--- config.mk ---
export PLATFORM = sky130hd
export DESIGN_NAME = qdac_serial_ctrl
export DESIGN_NICKNAME = d
export VERILOG_FILES = /design/src/shared/qdac_pkg.sv /design/src/hw/qdac_line_sync.sv /design/src/hw/qdac_dac_bank.sv /design/src/hw/qdac_serial_ctrl.sv
export VERILOG_INCLUDE_DIRS = /design/src /design/src/shared
export SDC_FILE = /design/constraint.sdc
export NUM_CORES = 1
export LEC_CHECK = 0
export BUFFER_PORTS_ARGS = -buffer_cell sky130_fd_sc_hd__buf_4
export CORE_MARGIN = 1
export CORE_UTILIZATION = 49
export DETAILED_ROUTE_END_ITERATION = 16
export GPL_ROUTABILITY_DRIVEN = 0
export HOLD_SLACK_MARGIN = 0.12
export PLACE_DENSITY_LB_ADDON = 0.15
export SLEW_MARGIN = 30
export SYNTH_ARGS = -nofsm -noshare
export SYNTH_HDL_FRONTEND = slang
export SYNTH_SLANG_ARGS = --single-unit
export TNS_END_PERCENT = 50
--- constraint.sdc ---
create_clock -name clock_in -period 2.92 [get_ports clock_in]
set_input_delay 0.438 -clock clock_in [delete_from_list [all_inputs] [get_ports clock_in]]
set_output_delay 0.438 -clock clock_in [all_outputs]
set_load 0.1 [all_outputs]
--- src/shared/qdac_map.svh ---
`ifndef QDAC_MAP_SVH
`define QDAC_MAP_SVH

// Slave address: fixed upper five bits, low two from the straps
`define QDAC_ADDR_HI        5'h03

// Pointer byte fields
`define QDAC_PTR_SEL_LSB    0
`define QDAC_PTR_SEL_MSB    3
`define QDAC_PTR_DOUBLE     4
`define QDAC_PTR_LEFT       5
`define QDAC_PTR_RESET      8'h00

// Control and code word fields
`define QDAC_W_GAIN         15
`define QDAC_W_BUF          14
`define QDAC_W_ZERO_N       13
`define QDAC_W_SLEEP_N      12
`define QDAC_W_CODE_MSB     11
`define QDAC_W_CODE_LSB     0

// Reset values
`define QDAC_CODE_RESET     12'h000
`define QDAC_WORD_IDLE      16'h3000

// Bit and channel counts
`define QDAC_BITS_PER_BYTE  4'h8
`define QDAC_CHANNELS       4

`endif

--- src/shared/qdac_pkg.sv ---
package qdac_pkg;

    typedef logic [11:0] qdac_code_t;

    typedef struct packed {
        logic       gain;
        logic       buf_en;
        qdac_code_t code;
    } qdac_chan_s;

    typedef struct packed {
        logic       start;
        logic       stop;
        logic       rise;
        logic       fall;
        logic       sda;
    } qdac_line_s;

    typedef enum logic [2:0] {
        ST_IDLE,
        ST_ADDR,
        ST_PTR,
        ST_DATA,
        ST_READ,
        ST_IGNORE
    } qdac_state_e;

endpackage : qdac_pkg

--- src/hw/qdac_line_sync.sv ---
`timescale 1ns/1ps
`include "qdac_map.svh"

// Two-flop synchronisers on both bus lines, then edge and condition decode
module qdac_line_sync
    import qdac_pkg::*;
(
    input  wire logic        clock_in,
    input  wire logic        rst_b_in,
    input  wire logic        scl_in,
    input  wire logic        sda_in,
    output qdac_line_s       line_out
);

    logic [1:0] scl_meta_q;
    logic [1:0] sda_meta_q;
    logic       scl_last_q;
    logic       sda_last_q;

    always_ff @(posedge clock_in or negedge rst_b_in) begin
        if (!rst_b_in) begin
            scl_meta_q <= 2'h3;
            sda_meta_q <= 2'h3;
            scl_last_q <= 1'b1;
            sda_last_q <= 1'b1;
        end else begin
            scl_meta_q <= {scl_meta_q[0], scl_in};
            sda_meta_q <= {sda_meta_q[0], sda_in};
            scl_last_q <= scl_meta_q[1];
            sda_last_q <= sda_meta_q[1];
        end
    end

    wire scl_s = scl_meta_q[1];
    wire sda_s = sda_meta_q[1];

    // SDA moving while SCL stays high marks START or STOP
    assign line_out.start = scl_s & scl_last_q & sda_last_q & ~sda_s;
    assign line_out.stop  = scl_s & scl_last_q & ~sda_last_q & sda_s;
    assign line_out.rise  = scl_s & ~scl_last_q;
    assign line_out.fall  = ~scl_s & scl_last_q;
    assign line_out.sda   = sda_s;

endmodule : qdac_line_sync

--- src/hw/qdac_dac_bank.sv ---
`timescale 1ns/1ps
`include "qdac_map.svh"

// Input and DAC register banks for the four channels
module qdac_dac_bank
    import qdac_pkg::*;
(
    input  wire logic                  clock_in,
    input  wire logic                  rst_b_in,
    input  wire logic [3:0]            wr_sel_in,
    input  wire logic                  wr_stb_in,
    input  qdac_chan_s                 wr_chan_in,
    input  wire logic                  clear_all_in,
    input  wire logic                  load_n_in,
    output qdac_chan_s [3:0]           input_regs_out,
    output qdac_chan_s [3:0]           dac_regs_out
);

    qdac_chan_s [3:0] in_q;
    qdac_chan_s [3:0] dac_q;
    logic [3:0]       fresh_q;

    genvar ch;
    generate
        for (ch = 0; ch < `QDAC_CHANNELS; ch++) begin : g_ch
            wire wr_this   = wr_stb_in & wr_sel_in[ch];
            // Only a changed input register is passed on, to spare crosstalk
            wire load_this = ~load_n_in & fresh_q[ch];

            always_ff @(posedge clock_in or negedge rst_b_in) begin
                if (!rst_b_in) begin
                    in_q[ch]    <= '0;                               // RULE1
                    dac_q[ch]   <= '0;                               // RULE2
                    fresh_q[ch] <= 1'b0;
                end else if (clear_all_in) begin
                    in_q[ch]    <= '0;                               // RULE18
                    dac_q[ch]   <= '0;
                    fresh_q[ch] <= 1'b0;
                end else begin
                    if (wr_this)
                        in_q[ch] <= wr_chan_in;                  // RULE21 RULE23
                    if (load_this)
                        dac_q[ch] <= in_q[ch];                       // RULE24
                    if (wr_this)
                        fresh_q[ch] <= 1'b1;
                    else if (load_this)
                        fresh_q[ch] <= 1'b0;
                end
            end

            stale_hold_a: assert property (
                @(posedge clock_in) disable iff (!rst_b_in)
                (!fresh_q[ch] && !clear_all_in) |=> $stable(dac_q[ch])
            ) else $error("DAC register moved without new input"); // RULE24
        end
    endgenerate

    assign input_regs_out = in_q;
    assign dac_regs_out   = dac_q;

endmodule : qdac_dac_bank

--- src/hw/qdac_serial_ctrl.sv ---
`timescale 1ns/1ps
`include "qdac_map.svh"

// How it works
// (RULE1) Registers power up holding zero codes
// (RULE2) Reset gives awake, unbuffered, unity gain, zero
// (RULE3) Address is 00011 plus two strap bits
// (RULE4) Matching address is acknowledged on ninth pulse
// (RULE5) START begins transfer; address byte follows
// (RULE6) Nine pulses per byte; SDA moves low
// (RULE7) Master ends write with STOP
// (RULE8) Master ends read with NACK then STOP
// (RULE9) Write is address, pointer, then data
// (RULE10) Read is pointer write, restart, address read
// (RULE11) Bare address read uses stored pointer
// (RULE12) Pointer bits 3..0 pick D,C,B,A channels
// (RULE13) Master keeps pointer bit 5 zero
// (RULE14) Master keeps pointer bit 4 zero
// (RULE15) Sixteen-bit word: four controls, then code
// (RULE16) Gain bit picks one or two times reference
// (RULE17) Reference drive bit picks buffered input
// (RULE18) Zero-all low clears every register
// (RULE19) Sleep low powers down, outputs float
// (RULE20) Pointer resets zero; no-channel read default
// (RULE21) Several selected channels written together
// (RULE22) Multi-channel read gives only zero-all, sleep
// (RULE23) Completed write loads selected input registers
// (RULE24) DAC registers follow only changed inputs
// (RULE25) Acked readback repeats the same two bytes
// (RULE26) Unmatched address ignored until next START
module qdac_serial_ctrl
    import qdac_pkg::*;
(
    input  wire logic        clock_in,
    input  wire logic        rst_b_in,
    input  wire logic        scl_in,
    input  wire logic        sda_in,
    output logic             sda_out,
    output logic             sda_oe_b_out,
    input  wire logic        addr_strap_low_in,
    input  wire logic        addr_strap_high_in,
    input  wire logic        load_outputs_n_in,
    output logic [3:0]       sleep_n_out,
    output logic [3:0]       gain_out,
    output logic [3:0]       buf_en_out,
    output logic [47:0]      dac_code_out
);

    // ------------------------------------------------------------
    // Line sampling
    // ------------------------------------------------------------
    qdac_line_s line;

    qdac_line_sync u_sync (
        .clock_in (clock_in),
        .rst_b_in (rst_b_in),
        .scl_in   (scl_in),
        .sda_in   (sda_in),
        .line_out (line)
    );

    // Straps come from pins, so they pass two flops as well
    logic [1:0] strap_lo_q;
    logic [1:0] strap_hi_q;
    logic [1:0] load_sync_q;

    always_ff @(posedge clock_in or negedge rst_b_in) begin
        if (!rst_b_in) begin
            strap_lo_q  <= 2'h0;
            strap_hi_q  <= 2'h0;
            load_sync_q <= 2'h3;
        end else begin
            strap_lo_q  <= {strap_lo_q[0], addr_strap_low_in};
            strap_hi_q  <= {strap_hi_q[0], addr_strap_high_in};
            load_sync_q <= {load_sync_q[0], load_outputs_n_in};
        end
    end

    // ------------------------------------------------------------
    // Byte engine
    // ------------------------------------------------------------
    qdac_state_e state_q;
    qdac_state_e state_d;
    logic [3:0]  bit_cnt_q;
    logic [7:0]  shift_q;
    logic        ack_phase_q;
    logic        data_hi_q;
    logic [7:0]  hi_byte_q;
    logic [7:0]  pointer_q;
    logic        zero_all_n_q;
    logic        sleep_n_q;
    logic        sda_drive_q;
    logic        sda_oe_b_q;
    logic        nack_q;
    logic        rd_hi_q;
    logic        rd_ack_q;

    wire [6:0] own_addr = {`QDAC_ADDR_HI, strap_hi_q[1], strap_lo_q[1]};
    wire byte_done = line.rise & ~ack_phase_q
                   & (bit_cnt_q == `QDAC_BITS_PER_BYTE - 4'h1);
    wire [7:0] byte_in = {shift_q[6:0], line.sda};
    wire addr_hit  = byte_in[7:1] == own_addr;                      // RULE3
    wire [3:0] sel = pointer_q[`QDAC_PTR_SEL_MSB:`QDAC_PTR_SEL_LSB];

    // Readback word from the stored pointer
    qdac_chan_s [3:0] in_regs;
    qdac_chan_s [3:0] dac_regs;
    logic [15:0] rd_word;
    wire one_hot = (sel != 4'h0) && ((sel & (sel - 4'h1)) == 4'h0);
    wire [1:0] sel_idx = sel[0] ? 2'h0 : sel[1] ? 2'h1 :
                         sel[2] ? 2'h2 : 2'h3;
    wire qdac_chan_s rd_chan = in_regs[sel_idx];

    // Multi or no channel reads only the live zero-all and sleep
    assign rd_word = one_hot ?
        {rd_chan.gain, rd_chan.buf_en, zero_all_n_q, sleep_n_q,
         rd_chan.code} :
        {2'h0, zero_all_n_q, sleep_n_q, 12'h000};            // RULE20 RULE22

    // Write completes on the low byte
    wire wr_done = byte_done & (state_q == ST_DATA) & ~data_hi_q;
    wire [15:0] wr_word = {hi_byte_q, byte_in};                     // RULE15
    wire qdac_chan_s wr_chan = '{gain:   wr_word[`QDAC_W_GAIN],     // RULE16
                                 buf_en: wr_word[`QDAC_W_BUF],      // RULE17
                                 code:   wr_word[`QDAC_W_CODE_MSB:0]};
    wire clear_all = wr_done & ~wr_word[`QDAC_W_ZERO_N];            // RULE18

    always_comb begin
        state_d = state_q;
        unique case (state_q)
            ST_IDLE, ST_IGNORE: state_d = state_q;
            ST_ADDR:
                if (byte_done)
                    state_d = !addr_hit ? ST_IGNORE :               // RULE26
                              byte_in[0] ? ST_READ : ST_PTR;        // RULE11
            ST_PTR:  if (byte_done) state_d = ST_DATA;              // RULE9
            ST_DATA: state_d = ST_DATA;
            ST_READ: if (nack_q) state_d = ST_IGNORE;               // RULE8
        endcase
        if (line.start)
            state_d = ST_ADDR;                                      // RULE5
        else if (line.stop)
            state_d = ST_IDLE;                                      // RULE7
    end

    always_ff @(posedge clock_in or negedge rst_b_in) begin
        if (!rst_b_in) begin
            state_q <= ST_IDLE;
        end else begin
            state_q <= state_d;
        end
    end

    // Bit counter: eight data pulses then one acknowledge pulse
    always_ff @(posedge clock_in or negedge rst_b_in) begin
        if (!rst_b_in) begin
            bit_cnt_q   <= 4'h0;
            ack_phase_q <= 1'b0;
            shift_q     <= 8'h00;
        end else if (line.start) begin
            bit_cnt_q   <= 4'h0;
            ack_phase_q <= 1'b0;
        end else if (line.rise) begin
            if (ack_phase_q) begin                                  // RULE6
                ack_phase_q <= 1'b0;
                bit_cnt_q   <= 4'h0;
            end else begin
                shift_q     <= byte_in;
                bit_cnt_q   <= bit_cnt_q + 4'h1;
                ack_phase_q <= byte_done;
            end
        end
    end

    // Pointer, data byte pairing and global controls
    always_ff @(posedge clock_in or negedge rst_b_in) begin
        if (!rst_b_in) begin
            pointer_q    <= `QDAC_PTR_RESET;                        // RULE20
            data_hi_q    <= 1'b1;
            hi_byte_q    <= 8'h00;
            zero_all_n_q <= 1'b1;                                   // RULE2
            sleep_n_q    <= 1'b1;
        end else begin
            if (state_q == ST_PTR && byte_done) begin
                pointer_q <= {4'h0, byte_in[3:0]};                  // RULE12
                data_hi_q <= 1'b1;
            end
            if (state_q == ST_DATA && byte_done) begin
                data_hi_q <= ~data_hi_q;
                if (data_hi_q)
                    hi_byte_q <= byte_in;
            end
            if (wr_done) begin
                zero_all_n_q <= wr_word[`QDAC_W_ZERO_N];
                sleep_n_q    <= wr_word[`QDAC_W_SLEEP_N];           // RULE19
            end
        end
    end

    // ------------------------------------------------------------
    // SDA drive: acknowledge and readback bits, changed on SCL low
    // ------------------------------------------------------------
    wire ack_byte = rd_ack_q | (state_q == ST_PTR)
                  | (state_q == ST_DATA);

    // Read address is acknowledged after the state has moved on
    always_ff @(posedge clock_in or negedge rst_b_in) begin
        if (!rst_b_in) begin
            rd_ack_q <= 1'b0;
        end else if (line.start | line.stop) begin
            rd_ack_q <= 1'b0;
        end else if (state_q == ST_ADDR && byte_done) begin
            rd_ack_q <= addr_hit & byte_in[0];                      // RULE4
        end else if (line.rise && ack_phase_q) begin
            rd_ack_q <= 1'b0;
        end
    end

    wire [3:0] rd_pos = {rd_hi_q, 3'h7} - {1'b0, bit_cnt_q[2:0]};
    wire rd_bit = rd_word[rd_pos];

    always_ff @(posedge clock_in or negedge rst_b_in) begin
        if (!rst_b_in) begin
            sda_drive_q <= 1'b1;
            sda_oe_b_q  <= 1'b1;
            nack_q      <= 1'b0;
            rd_hi_q     <= 1'b1;
        end else if (line.start | line.stop) begin
            sda_oe_b_q  <= 1'b1;
            sda_drive_q <= 1'b1;
            nack_q      <= 1'b0;
            rd_hi_q     <= 1'b1;
        end else begin
            if (line.rise && ack_phase_q && state_q == ST_READ
                && !rd_ack_q) begin
                nack_q  <= line.sda;
                rd_hi_q <= ~rd_hi_q;                                // RULE25
            end
            if (line.fall) begin
                if (ack_phase_q && ack_byte) begin
                    sda_oe_b_q  <= 1'b0;                            // RULE4
                    sda_drive_q <= 1'b0;
                end else if (state_q == ST_READ && !ack_phase_q
                             && !nack_q) begin
                    sda_oe_b_q  <= 1'b0;                            // RULE10
                    sda_drive_q <= rd_bit;
                end else begin
                    sda_oe_b_q  <= 1'b1;
                    sda_drive_q <= 1'b1;
                end
            end
        end
    end

    // ------------------------------------------------------------
    // Register banks
    // ------------------------------------------------------------
    qdac_dac_bank u_bank (
        .clock_in       (clock_in),
        .rst_b_in       (rst_b_in),
        .wr_sel_in      (sel),
        .wr_stb_in      (wr_done),
        .wr_chan_in     (wr_chan),
        .clear_all_in   (clear_all),
        .load_n_in      (load_sync_q[1]),
        .input_regs_out (in_regs),
        .dac_regs_out   (dac_regs)
    );

    // Outputs registered; the register bank already holds the codes
    always_ff @(posedge clock_in or negedge rst_b_in) begin
        if (!rst_b_in) begin
            sleep_n_out  <= 4'hF;
            gain_out     <= 4'h0;
            buf_en_out   <= 4'h0;
            dac_code_out <= 48'h0;
        end else begin
            sleep_n_out <= {4{sleep_n_q}};                          // RULE19
            for (int i = 0; i < `QDAC_CHANNELS; i++) begin
                gain_out[i]              <= dac_regs[i].gain;
                buf_en_out[i]            <= dac_regs[i].buf_en;
                dac_code_out[i*12 +: 12] <= dac_regs[i].code;
            end
        end
    end

    assign sda_out      = sda_drive_q;
    assign sda_oe_b_out = sda_oe_b_q;

    // ------------------------------------------------------------
    // Checks
    // ------------------------------------------------------------
    ignore_quiet_a: assert property (
        @(posedge clock_in) disable iff (!rst_b_in)
        (state_q == ST_IGNORE) |=> sda_oe_b_q
    ) else $error("SDA driven while ignoring the bus");            // RULE26

    ack_drive_a: assert property (
        @(posedge clock_in) disable iff (!rst_b_in)
        (line.fall && ack_phase_q && ack_byte && !line.start)
            |=> !sda_oe_b_q && !sda_drive_q
    ) else $error("Acknowledge not driven low");                   // RULE4

    addr_route_a: assert property (
        @(posedge clock_in) disable iff (!rst_b_in)
        (state_q == ST_ADDR && byte_done && !line.start && !line.stop
         && !addr_hit) |=> state_q == ST_IGNORE
    ) else $error("Foreign address not ignored");                  // RULE3

    clear_word_a: assert property (
        @(posedge clock_in) disable iff (!rst_b_in)
        clear_all |=> in_regs == '0 && dac_regs == '0
    ) else $error("Clear did not zero registers");                 // RULE18

    sleep_out_a: assert property (
        @(posedge clock_in) disable iff (!rst_b_in)
        wr_done ##1 1'b1 |=> sleep_n_out[0] == $past(sleep_n_q)
    ) else $error("Sleep output does not follow word");            // RULE19

    ptr_store_a: assert property (
        @(posedge clock_in) disable iff (!rst_b_in)
        (state_q == ST_PTR && byte_done)
            |=> pointer_q == {4'h0, $past(byte_in[3:0])}
    ) else $error("Pointer not stored as channel bits");           // RULE12

    idle_word_a: assert property (
        @(posedge clock_in) disable iff (!rst_b_in)
        !one_hot |-> rd_word[15:14] == 2'h0 && rd_word[11:0] == 12'h000
    ) else $error("Multi or no channel readback not zero");        // RULE22

    write_load_a: assert property (
        @(posedge clock_in) disable iff (!rst_b_in)
        (wr_done && sel[0] && wr_word[`QDAC_W_ZERO_N])
            |=> in_regs[0].code == $past(wr_word[11:0])
    ) else $error("Input register not loaded");                    // RULE23

    sda_hold_a: assert property (
        @(posedge clock_in) disable iff (!rst_b_in)
        (!line.fall && !line.start && !line.stop)
            |=> $stable(sda_oe_b_q) && $stable(sda_drive_q)
    ) else $error("SDA moved outside SCL low time");               // RULE6

    read_slot_a: assert property (
        @(posedge clock_in) disable iff (!rst_b_in)
        (line.fall && ack_phase_q && state_q == ST_READ && !line.start)
            |=> sda_oe_b_q == !rd_ack_q
    ) else $error("Read acknowledge slot driven wrongly");         // RULE4

endmodule : qdac_serial_ctrl

==> reports/qor.yml <==
status: "complete, no violations"
die_h_microns: 136
yosysTopAreaCell: "dfrtp_1"
synthTopCellsByArea: "dfrtp_1 (58%), mux2i_1 (7.6%), dfstp_2 (4.5%)"
tightest_slew_ns: 0.881
finalPower_w: 0.00661
peakVddDrop_uv: 520
grt_pass1_wl_microns: 31300
fmax_ghz: 0.391
fin_nets: 827
reg2reg_setup_slack_ns: 0.36
final.min_clock_period_ns: 2.56
p_leak_nw: 5.23
synth_adder_area_share: 0.00143
synth_most_common_cell: "dfrtp_1"
cts_max_path_buffers: 3
crit_path_top_delay_cell: "dfrtp_1"
setup.worst_path.class: "flip-flop to flip-flop"
holdCritPathClass: "flip-flop to flip-flop"
synthMuxAreaShare: 0.116
rows: 48
clk_latency_ns: 0.51
numCtsBuffers: 24
drt_pass1_iterations: 5
synthSimpleGateAreaFrac: 0.134
synth_top_family_by_area: "simple AND/OR/NAND/NOR gates"
maxSlewViolCount: 0
vias_per_cell: 5.60
vias: 5945
synth_seq_area_share: 0.630
gr-total-overflow: 0
initial_core_util: 0.504
critical_path_arrival_ns: 3.00
cp-end-kind: "flip-flop"
dpl_worst_slack_ns: 0.432
wl_per_cell_microns: 17.9
syn_nets: 769
powerDensity_nw_per_um2: 640
die_w_microns: 136
port_buffers: 68
register_area_sq_um: 5520
grt_antenna_before_repair: 0
finalSetupTns_ns: 0
avgSynthCellArea_sq_um: 11.5
grt_max_degree: 83
routed_wl_microns: 19100
multi_input_area_sq_um: 2940
ys_ff_latch: 220
setup_viol: 0
post-route-drc-count: 0
core_sq_um: 17400
synth-edff-count: 0
finalHoldViolCount: 0
cap_violations: 0
fillers: 1419
synth_compound_area_frac: 0.0798
ios: 69
hpwlAfterDp_microns: 12700
synth_flop_cell: "dfrtp_1"
synth_cell_types: 49
path_buf_inv: 1
cts.sinks: 220
period_share: 0.876
synthTopCellsByCount: "dfrtp_1 (205), nand2_1 (89), a21oi_1 (72)"
syn_area_sq_um: 8770
drt_iter0_markers: 581
grt_util_all_layers: 0.219
crit_chain: "buf_4 > nand2_1 > o21ai_0 > a211oi_1 > a2111oi_0 > o221ai_1 > a32oi_1"
synthXorXnorAreaFrac: 0.00399
slew_headroom: 0.413
yosys_warnings: 0
synthArstFlopShare: 1.00
grt_pass1_vias: 5846
worstPathRequired_ns: 3.36
diodes: 0
cts_tree: "done"
final.setup_skew_ns: 0.00811
path_clk_slew_ns: 0.06
cpLargestDelayFamily: "compound AO/OA/AOI/OAI gates"
layout-drive-gt1-share: 0.204
postSynthCellCount: 761
slowest_delay_ns: 0.78
die_area_sq_um: 18400
root_buffer: "clkbuf_16"
cp_max_fo: 23
setup_slack_ns: 0.361
htree_levels: 1
ant_nets: 0
yosysTopAreaCellShare: 0.585
area_growth_pct: 17.7
rsz0062_at_grt: "no"
cp-start-kind: "flip-flop"
-- layout by cell type, fill, tap and decap left out, types with 5 or more instances in the layout --
master / count
o21ai_0: 14
dfstp_2: 15
clkbuf_1: 8
mux2i_1: 67
mux2_2: 25
nor2_1: 70
a211oi_1: 5
buf_12: 5
dfrtp_1: 205
inv_1: 7
nand3_1: 60
dlygate4sd3_1: 6
buf_4: 80
clkbuf_16: 25
a2111oi_0: 5
clkbuf_8: 8
nor2b_1: 5
nand2b_1: 11
a21oi_1: 72
nand2_1: 89
-- flip-flops by register name (all words and copies together), names as in the netlist, 3 cells and up --
| register | flops |
|---|---|
| bit_cnt_q | 4 |
| buf_en_out | 4 |
| dac_code_out | 48 |
| gain_out | 4 |
| hi_byte_q | 8 |
| pointer_q | 4 |
| shift_q | 7 |
| state_q | 3 |
| u_bank.dac_regs_out | 56 |
| u_bank.fresh_q | 4 |
| u_bank.input_regs_out | 56 |
-- cells by family (layout without fill, tap and decap cells) --
kind of cell    Yosys count  count (layout)
compound gates          119             119
flops                   220             220
simple gates            255             255
buf+inv                  67             143
xor+xnor                  4               4
fa+ha+maj                 1               1
mux                      95              95
-- stage by stage --
step | cell area, sq um | util | hold WS (ns) | instances
2_1_floorplan | 8770 | - | 0.142 | 761
3_3_place_gp | 9490 | 0.545 | 0.335 | 1012
3_5_place_dp | 9490 | 0.545 | 0.339 | 1012
4_1_cts | 10300 | 0.593 | 0.352 | 1062
5_1_grt | 10300 | 0.593 | 0.353 | 1062
6_report | 10300 | 0.593 | 0.347 | 1062
-- worst reg2reg max path, cell delays in order, from the launching register on --
cell       delay (ns)
dfrtp_1          0.78
buf_4            0.36
nand2_1          0.08
o21ai_0          0.08
a211oi_1         0.07
a2111oi_0        0.68
o221ai_1         0.22
a32oi_1          0.21
-- layer usage --
metal,vias to the layer above,global-route usage,part of all wire
met3,62,0.0374,0.061
li1,2736,-,-
met2,211,0.333,0.46
met5,-,0,0
met4,0,0.0918,0.041
met1,2936,0.311,0.44
-- what timing repair did --
item,CTS,global route
resized for setup,0,0
hold buffers,6,0
endpoints found under the hold margin,72,0
buffers inserted,0,0
-- worst paths after layout --
kind                                from              endpoint  depth (start not counted)
max                         pointer_q[0]               sda_out                          7
min                        strap_hi_q[0]         strap_hi_q[1]                          0
max reg2reg                 pointer_q[0]               sda_out                          7
min reg2reg                strap_hi_q[0]         strap_hi_q[1]                          0
max in group asynchronous       rst_b_in  u_sync.sda_meta_q[1]                          3
min in group asynchronous       rst_b_in      dac_code_out[34]                          2
-- cell type report --
class,instances,area share
inverters,7,0.00254
clock inverters,4,0.00218
well taps,225,0.0273
clock buffers,40,0.0728
multi-input cells,474,0.285
repair buffers,92,0.0750
flip-flops and latches,220,0.535
-- report_power, final --
part           internal, W  total (W)  switching, W  leakage, nW
Combinational     0.000151   0.000384      0.000233         1.86
Sequential         0.00313    0.00333      0.000195         2.99
Clock              0.00175    0.00289       0.00115        0.380
Total              0.00503    0.00661       0.00158         5.23
Power figures use the tool's default switching activity.
